$ cat config.mk
export PLATFORM = sky130hd
export DESIGN_NAME = pfpr_top
export DESIGN_NICKNAME = d
export VERILOG_FILES = /design/src/shared/pfpr_pkg.sv /design/src/shared/pfpr_rx_if.sv /design/src/verilog/pfpr_reject_filter.sv /design/src/verilog/pfpr_top.sv
export SDC_FILE = /design/constraint.sdc
export NUM_CORES = 1
export LEC_CHECK = 0
export ABC_AREA = 1
export BUFFER_PORTS_ARGS = -buffer_cell sky130_fd_sc_hd__buf_2
export CAP_MARGIN = 10
export CORE_MARGIN = 5
export CORE_UTILIZATION = 48
export DETAILED_ROUTE_END_ITERATION = 8
export GPL_ROUTABILITY_DRIVEN = 0
export PLACE_DENSITY_LB_ADDON = 0.2
export SYNTH_ARGS = -nofsm -noshare
export SYNTH_HDL_FRONTEND = slang
export SYNTH_HIERARCHICAL = 1
export SYNTH_SLANG_ARGS = --single-unit
$ cat constraint.sdc
create_clock -name clk_i -period 1.5 [get_ports clk_i]
set_input_delay 0.3 -clock clk_i [delete_from_list [all_inputs] [get_ports clk_i]]
set_output_delay 0.3 -clock clk_i [all_outputs]
set_load 0.05 [all_outputs]
$ cat src/shared/pfpr_pkg.sv
// Contract
// - loopback pin floats from reset until the data config register is written.
// - loopback pin drives high while line codec loopback is programmed; used internally too.
// - extended bus option turns the loopback pin into user output two.
// - user output two floats until bus master, then drives config two value.
// - compress output asserts on address match, or on mismatch, as software selects.
// - compress output set by config two bits 1 and 2; floats until written.
// - reject input low for two consecutive receive clocks discards current packet.
// - reject honoured up to the second-to-last received bit.
// - strap high selects first alternate pin definitions, low selects second.
// - strap high gives big endian byte order, low gives little endian.
// - as master, 16-bit data on lanes 15-0, 32-bit data on 31-0.
// - as slave, register read data only on lanes 15-0.
// - receive clock keeps running five bit times after carrier sense drops.
package pfpr_pkg;
   localparam logic [1:0] PFPR_ADDR_CFG     = 2'h0;
   localparam logic [1:0] PFPR_ADDR_CFG_TWO = 2'h1;
   localparam logic [1:0] PFPR_ADDR_STATUS  = 2'h2;
   localparam int PFPR_CFG_LOOPBACK_BIT  = 0;
   localparam int PFPR_CFG_EXT_BUS_BIT   = 1;
   localparam int PFPR_CFG2_USER_BIT     = 0;
   localparam int PFPR_CFG2_COMP_EN_BIT  = 1;
   localparam int PFPR_CFG2_COMP_INV_BIT = 2;
   localparam int PFPR_ST_STRAP_BIT      = 0;
   localparam int PFPR_ST_CFG_WR_BIT     = 1;
   localparam int PFPR_ST_CFG2_WR_BIT    = 2;
   localparam int PFPR_ST_REJECT_BIT     = 3;
   localparam int PFPR_ST_MASTER_BIT     = 4;
   localparam logic [2:0] PFPR_CFG_RESET  = 3'h0;
   localparam logic [31:0] PFPR_DATA_ZERO = 32'h0000_0000;
   localparam int PFPR_TAIL_BITS      = 5;
   localparam int PFPR_REJECT_SAMPLES = 2;
endpackage

$ cat src/shared/pfpr_rx_if.sv
`timescale 1ns/1ps
`default_nettype none
interface pfpr_rx_if;
   logic rx_clk_rise;
   logic carrier;
   logic reject_low;
   logic discard;
   logic in_frame;
   modport ctrl (output rx_clk_rise, output carrier, output reject_low,
                 input discard, input in_frame);
   modport filt (input rx_clk_rise, input carrier, input reject_low,
                 output discard, output in_frame);
endinterface
`default_nettype wire

$ cat src/verilog/pfpr_reject_filter.sv
`timescale 1ns/1ps
`default_nettype none
module pfpr_reject_filter
   import pfpr_pkg::*;
#(
   parameter int TAIL_BITS      = PFPR_TAIL_BITS,
   parameter int REJECT_SAMPLES = PFPR_REJECT_SAMPLES
)(
   input  wire logic clk_i,
   input  wire logic sys_rst_i,
   input  wire logic ce_i,
   pfpr_rx_if.filt   rx
);
   generate
      if (TAIL_BITS < 1 || TAIL_BITS > 15 || REJECT_SAMPLES < 1 || REJECT_SAMPLES > 15)
      begin : g_bad
         $error("pfpr_reject_filter: counts out of range");
      end
   endgenerate

   localparam logic [3:0] TAIL_INIT = 4'(TAIL_BITS);
   localparam logic [3:0] REJ_NEED  = 4'(REJECT_SAMPLES);

   typedef struct packed {
      logic [3:0] tail;
      logic [3:0] low_cnt;
      logic       done;
      logic       discard;
   } pfpr_filt_t;

   pfpr_filt_t st;
   pfpr_filt_t next_st;

   always_comb
   begin
      next_st = st;
      next_st.discard = 1'b0;
      if (rx.carrier)
      begin
         next_st.tail = TAIL_INIT;
      end
      else if (rx.rx_clk_rise && st.tail != 4'h0)
      begin
         next_st.tail = st.tail - 4'h1;
      end
      if (!rx.carrier && st.tail == 4'h0)
      begin
         next_st.low_cnt = 4'h0;
         next_st.done    = 1'b0;
      end
      else if (rx.rx_clk_rise)
      begin
         if (!rx.reject_low)
         begin
            next_st.low_cnt = 4'h0;
         end
         else if (st.low_cnt != REJ_NEED)
         begin
            next_st.low_cnt = st.low_cnt + 4'h1;
         end
         if (rx.reject_low && st.low_cnt == REJ_NEED - 4'h1 && !st.done)
         begin
            next_st.discard = 1'b1;
            next_st.done    = 1'b1;
         end
      end
   end

   always_ff @(posedge clk_i)
   begin
      if (sys_rst_i)
      begin
         st <= '0;
      end
      else if (ce_i)
      begin
         st <= next_st;
      end
   end

   assign rx.discard  = st.discard;
   assign rx.in_frame = rx.carrier || st.tail != 4'h0;
endmodule // pfpr_reject_filter
`default_nettype wire

$ cat src/verilog/pfpr_top.sv
// The address map and the Avalon-MM interface to the registers were chosen for this implementation.
`timescale 1ns/1ps
`default_nettype none
module pfpr_top
   import pfpr_pkg::*;
#(
   parameter int TAIL_BITS      = PFPR_TAIL_BITS,
   parameter int REJECT_SAMPLES = PFPR_REJECT_SAMPLES
)(
   input  wire logic        clk_i,
   input  wire logic        sys_rst_i,
   input  wire logic        ce_i,
   // register bus
   input  wire logic [1:0]  avs_address_i,
   input  wire logic        avs_read_i,
   input  wire logic        avs_write_i,
   input  wire logic [31:0] avs_writedata_i,
   input  wire logic [3:0]  avs_byteenable_i,
   output logic [31:0]      avs_readdata_o,
   output logic             avs_waitrequest_o,
   // pins
   input  wire logic        bus_style_select_i,
   input  wire logic        receive_bit_clock_i,
   input  wire logic        carrier_sense_i,
   input  wire logic        packet_reject_in_i,
   output logic             loopback_indicator_o,
   output logic             loopback_indicator_oe_o,
   output logic             packet_compress_out_o,
   output logic             packet_compress_out_oe_o,
   output logic             mem_dir_o,
   output logic             irq_pin_o,
   output logic [31:0]      system_data_lines_o,
   output logic             system_data_lines_lo_oe_o,
   output logic             system_data_lines_hi_oe_o,
   // device-internal side
   input  wire logic        bus_master_i,
   input  wire logic        master_write_i,
   input  wire logic        master_read_i,
   input  wire logic        master_wide_i,
   input  wire logic [31:0] master_data_i,
   input  wire logic        slave_read_i,
   input  wire logic [15:0] slave_data_i,
   input  wire logic        match_valid_i,
   input  wire logic        match_hit_i,
   input  wire logic        irq_req_i,
   output logic             loopback_active_o,
   output logic             big_endian_o,
   output logic             packet_discard_o
);
   typedef struct packed {
      logic [1:0]  rej_sync;
      logic [1:0]  rclk_sync;
      logic [1:0]  crs_sync;
      logic [1:0]  strap_sync;
      logic        rclk_prev;
      logic        strap_taken;
      logic        big_end;
      logic [2:0]  cfg;
      logic [2:0]  cfg_two;
      logic        cfg_written;
      logic        cfg2_written;
      logic        became_master;
      logic        reject_seen;
      logic        waitreq;
      logic [31:0] rdata;
      logic        lpin;
      logic        lpin_oe;
      logic        comp;
      logic        comp_oe;
      logic        mem_dir;
      logic        irq_pin;
      logic [31:0] dout;
      logic        lo_oe;
      logic        hi_oe;
      logic        loop_int;
      logic        discard;
   } pfpr_state_t;

   pfpr_state_t st;
   pfpr_state_t next_st;
   pfpr_rx_if   rx_link ();

   function automatic logic [31:0] pfpr_order(input logic [31:0] d, input logic big);
      pfpr_order = big ? {d[23:16], d[31:24], d[7:0], d[15:8]} : d;
   endfunction

   function automatic logic [31:0] pfpr_read_mux(input logic [1:0] a,
                                                 input pfpr_state_t s);
      logic [31:0] r;
      r = PFPR_DATA_ZERO;
      unique case (a)
         PFPR_ADDR_CFG:     r[2:0] = s.cfg;
         PFPR_ADDR_CFG_TWO: r[2:0] = s.cfg_two;
         PFPR_ADDR_STATUS:
         begin
            r[PFPR_ST_STRAP_BIT]   = s.big_end;
            r[PFPR_ST_CFG_WR_BIT]  = s.cfg_written;
            r[PFPR_ST_CFG2_WR_BIT] = s.cfg2_written;
            r[PFPR_ST_REJECT_BIT]  = s.reject_seen;
            r[PFPR_ST_MASTER_BIT]  = s.became_master;
         end
         default:           r = PFPR_DATA_ZERO;
      endcase
      pfpr_read_mux = r;
   endfunction

   assign rx_link.rx_clk_rise = st.rclk_sync[1] && !st.rclk_prev;
   assign rx_link.carrier     = st.crs_sync[1];
   assign rx_link.reject_low  = !st.rej_sync[1];

   pfpr_reject_filter #(
      .TAIL_BITS      (TAIL_BITS),
      .REJECT_SAMPLES (REJECT_SAMPLES)
   ) u_filter (
      .clk_i     (clk_i),
      .sys_rst_i (sys_rst_i),
      .ce_i      (ce_i),
      .rx        (rx_link.filt)
   );

   always_comb
   begin
      logic       wr_hit;
      logic       ext_bus;
      logic       loop_en;
      logic       strap;
      logic [2:0] wlo;
      wr_hit  = 1'b0;
      ext_bus = 1'b0;
      loop_en = 1'b0;
      strap   = 1'b0;
      wlo     = avs_writedata_i[2:0];
      next_st = st;
      next_st.rej_sync   = {st.rej_sync[0], packet_reject_in_i};
      next_st.rclk_sync  = {st.rclk_sync[0], receive_bit_clock_i};
      next_st.crs_sync   = {st.crs_sync[0], carrier_sense_i};
      next_st.strap_sync = {st.strap_sync[0], bus_style_select_i};
      next_st.rclk_prev  = st.rclk_sync[1];
      if (!st.strap_taken)
      begin
         next_st.strap_taken = 1'b1;
         next_st.big_end     = st.strap_sync[1];
      end
      strap = st.big_end;

      // bus slave: one wait cycle, write lands when waitrequest is seen low
      if (!st.waitreq)
      begin
         next_st.waitreq = 1'b1;
         wr_hit = avs_write_i && avs_byteenable_i[0];
      end
      else if (avs_read_i || avs_write_i)
      begin
         next_st.waitreq = 1'b0;
         next_st.rdata   = avs_read_i ? pfpr_read_mux(avs_address_i, st) : PFPR_DATA_ZERO;
      end
      if (wr_hit)
      begin
         unique case (avs_address_i)
            PFPR_ADDR_CFG:
            begin
               next_st.cfg         = wlo;
               next_st.cfg_written = 1'b1;
            end
            PFPR_ADDR_CFG_TWO:
            begin
               next_st.cfg_two      = wlo;
               next_st.cfg2_written = 1'b1;
            end
            PFPR_ADDR_STATUS:
            begin
               if (avs_writedata_i[PFPR_ST_REJECT_BIT])
               begin
                  next_st.reject_seen = 1'b0;
               end
            end
            default:
            begin
               next_st.cfg = st.cfg;
            end
         endcase
      end
      if (rx_link.discard)
      begin
         next_st.reject_seen = 1'b1;
      end
      next_st.discard = rx_link.discard;

      if (bus_master_i)
      begin
         next_st.became_master = 1'b1;
      end
      ext_bus = next_st.cfg[PFPR_CFG_EXT_BUS_BIT];
      loop_en = next_st.cfg[PFPR_CFG_LOOPBACK_BIT];
      next_st.loop_int = loop_en;
      if (ext_bus)
      begin
         next_st.lpin    = next_st.cfg_two[PFPR_CFG2_USER_BIT];
         next_st.lpin_oe = next_st.cfg_written && next_st.became_master;
      end
      else
      begin
         next_st.lpin    = loop_en;
         next_st.lpin_oe = next_st.cfg_written;
      end

      if (match_valid_i)
      begin
         next_st.comp = next_st.cfg_two[PFPR_CFG2_COMP_EN_BIT]
                        && (match_hit_i ^ next_st.cfg_two[PFPR_CFG2_COMP_INV_BIT]);
      end
      if (!next_st.cfg_two[PFPR_CFG2_COMP_EN_BIT])
      begin
         next_st.comp = 1'b0;
      end
      next_st.comp_oe = next_st.cfg2_written;

      next_st.mem_dir = strap ? master_read_i : !master_read_i;
      next_st.irq_pin = strap ? !irq_req_i : irq_req_i;

      next_st.lo_oe = 1'b0;
      next_st.hi_oe = 1'b0;
      next_st.dout  = PFPR_DATA_ZERO;
      if (bus_master_i && master_write_i)
      begin
         next_st.dout  = pfpr_order(master_data_i, strap);
         next_st.lo_oe = 1'b1;
         next_st.hi_oe = master_wide_i;
         if (!master_wide_i)
         begin
            next_st.dout[31:16] = 16'h0000;
         end
      end
      else if (!bus_master_i && slave_read_i)
      begin
         next_st.dout[15:0] = slave_data_i;
         next_st.lo_oe      = 1'b1;
      end
   end

   always_ff @(posedge clk_i)
   begin
      if (sys_rst_i)
      begin
         st          <= '0;
         st.cfg      <= PFPR_CFG_RESET;
         st.cfg_two  <= PFPR_CFG_RESET;
         st.waitreq  <= 1'b1;
         st.mem_dir  <= 1'b0;
         // pin synchronisers keep running, so the strap is settled at release
         st.rej_sync   <= {st.rej_sync[0], packet_reject_in_i};
         st.rclk_sync  <= {st.rclk_sync[0], receive_bit_clock_i};
         st.crs_sync   <= {st.crs_sync[0], carrier_sense_i};
         st.strap_sync <= {st.strap_sync[0], bus_style_select_i};
         st.rclk_prev  <= st.rclk_sync[1];
      end
      else if (ce_i)
      begin
         st <= next_st;
      end
   end

   assign avs_readdata_o            = st.rdata;
   assign avs_waitrequest_o         = st.waitreq;
   assign loopback_indicator_o      = st.lpin;
   assign loopback_indicator_oe_o   = st.lpin_oe;
   assign packet_compress_out_o     = st.comp;
   assign packet_compress_out_oe_o  = st.comp_oe;
   assign mem_dir_o                 = st.mem_dir;
   assign irq_pin_o                 = st.irq_pin;
   assign system_data_lines_o       = st.dout;
   assign system_data_lines_lo_oe_o = st.lo_oe;
   assign system_data_lines_hi_oe_o = st.hi_oe;
   assign loopback_active_o         = st.loop_int;
   assign big_endian_o              = st.big_end;
   assign packet_discard_o          = st.discard;
endmodule // pfpr_top
`default_nettype wire

==> impl_metrics.tcl <==
set metrics [dict create \
    postSynthAreaPerCell_um2 7.80 \
    status "finished, final reports clean" \
    crit_chain "clkbuf_4" \
    cts_tree "done" \
    grt_setup_unrepaired "false" \
    die_h_um 104 \
    synth_area_leaders "dfxtp_1, buf_4, nand2_1, edfxtp_1, o21ai_0" \
    fin_crit_ps 1430 \
    slew_viol_final 0 \
    cts_buffers 9 \
    drt-pass1-iter-count 5 \
    cts-resized-gates 0 \
    max-cap-violations 0 \
    grt_max_degree 37 \
    ys_ff_latch 77 \
    cp_num_buf_inv 1 \
    crit_path_end_kind "output pin" \
    synthTopCellsByCount "nand2_1, dfxtp_1, buf_4, inv_1, o21ai_0" \
    start_util_pct 48.9 \
    routed_wl_um 9640 \
    crit_type "reg2out" \
    die-area_um2 10800 \
    yosysMostFrequentCell "nand2_1" \
    row_count 34 \
    fp.coreArea_um2 8680 \
    async_flop_share_pct 0 \
    io_pins 179 \
    cts-root-buf "clkbuf_8" \
    crit_family "flip-flops" \
    yosysTopAreaCell "dfxtp_1" \
    drcViolationCount 0 \
    areaGrowthSynthToFinish_pct 12.6 \
    vias 3610 \
    holdBufCountCts 0 \
    hold_viol_final 0 \
    drive_above_1_share_pct 30.4 \
    ys.flop_type "dfxtp_1" \
    cp-start-kind "register" \
    finalCritPeriodShare_pct 95.1 \
    cpPeakStageDelay_ps 480 \
    antenna_cells 0 \
    portBuffers 120 \
    p_leak_nw 2.28 \
    cts_max_level 3 \
    crit_path_max_fanout 15 \
    ys_types 38 \
    synth-edff-count 9 \
    ant_nets 0 \
    cts_setup_buffers 0 \
    antenna_found_initial 0 \
    avgViaCountPerCell 4.84 \
    post-route-util_pct 55.0 \
    tns_ps 0 \
    fmax_mhz 701 \
    nets 741 \
    wl_per_cell_um 12.9 \
    cts_max_path_buffers 2 \
    fin_skew_ps 6.37 \
    critPathSlowestCell "dfxtp_2" \
    drtIter0Drc 151 \
    dieWidth_um 104 \
    cts.sinks 77 \
    grt.overflow.total 0 \
    syn_inst 544 \
    yosysSeqAreaShare_pct 38.5 \
    setup_viol 0 \
    grt_pass1_wl_um 15900 \
    syn_area_um2 4240 \
    hold_class "in2reg" \
    path_clk_slew_ps 80 \
    ys.warnings.count 6 \
    grt_pass1_vias 3468 \
    power_w 0.00486 \
    grt.total_usage_pct 17.5 \
    required_ps 1200 \
    dp_hpwl_um 7280 \
    synth_top_area_share_pct 32.1 \
    vdd_ir_drop_max_v 0.000518 \
    cellPowerDensity_nw_per_um2 1020 \
    critPathArrivalTime_ps 1130 \
    insertion_delay_ps 350 \
]
-- metal layers --
layer | part of all wire (%) | global-route usage (%)
met5 | 0 | 0
met4 | 1.9 | 6.20
met3 | 7.3 | 5.90
met2 | 46 | 27.9
met1 | 45 | 22.0
-- worst register-to-register path, cell delays in order (launching register included) --
cell,delay (ps)
dfxtp_2,480
inv_1,290
o21ai_0,340
a31oi_1,110
-- state kept, by name (all words and copies together) (netlist names), 5 cells and up, named ones only --
signal / count
next_st: 5
st: 13
u_filter/st: 9
avs_readdata_o: 5
system_data_lines_o: 32
-- through the flow --
| step | instance area [um^2] | hold slack, ps | std cells | worst slack [ps] |
|---|---|---|---|---|
| after floorplan | 4340 | 369 | 570 | 94.9 |
| after global placement | 4580 | 436 | 730 | 150 |
| after detailed placement | 4580 | 443 | 730 | 131 |
| after CTS | 4770 | 189 | 746 | 18.3 |
| after global routing | 4780 | 199 | 746 | 6.16 |
| final | 4780 | 212 | 746 | 72.9 |
-- final cells by class --
cell class | instances | area, um^2
well taps | 108 | 135
clock buffers | 10 | 128
multi-input cells | 345 | 1860
fillers | 865 | 3900
repair buffers | 135 | 716
inverters | 65 | 244
clock inverters | 6 | 63.8
flip-flops and latches | 77 | 1630
-- cell usage in the layout (no fill, tap or decap), types with 12 or more instances in the layout --
cell type,Yosys,layout
o21ai_2,12,12
nor2_1,23,21
nand3_1,23,23
a21oi_1,23,23
conb_1,1,27
a31oi_1,16,16
buf_2,8,119
dfxtp_1,68,67
buf_4,65,15
mux2i_1,16,16
nand2_1,104,104
o21ai_0,48,48
inv_1,59,59
-- cells by family (layout without fill, tap and decap cells) --
group	after synthesis	count (layout)	synth area share (%)
AO/OA/AOI/OAI	117	117	16.5
XOR/XNOR	1	1	0.206
adder cells (fa/ha/maj)	5	5	1.47
buffers and inverters	148	216	20.2
flip-flops	77	77	38.5
multiplexers	16	16	3.77
other	1	27	0.0884
AND/OR/NAND/NOR	179	179	19.3
-- power by group --
group / internal (W) / switching (W)
logic: 0.000307 / 0.000748
registers: 0.00219 / 0.0000666
clock network: 0.000766 / 0.000781
-- worst paths after layout --
kind,startpoint,endpoint,slack [ps],cells past startpoint
worst min-delay path,slave_data_i[2],system_data_lines_o[2],210,3
worst max-delay path,big_endian_o,big_endian_o,70,1
worst min register to register,system_data_lines_hi_oe_o,system_data_lines_hi_oe_o,450,2
worst max register to register,big_endian_o,system_data_lines_o[2],160,3
No activity file was read; power rests on OpenSTA's default activity.
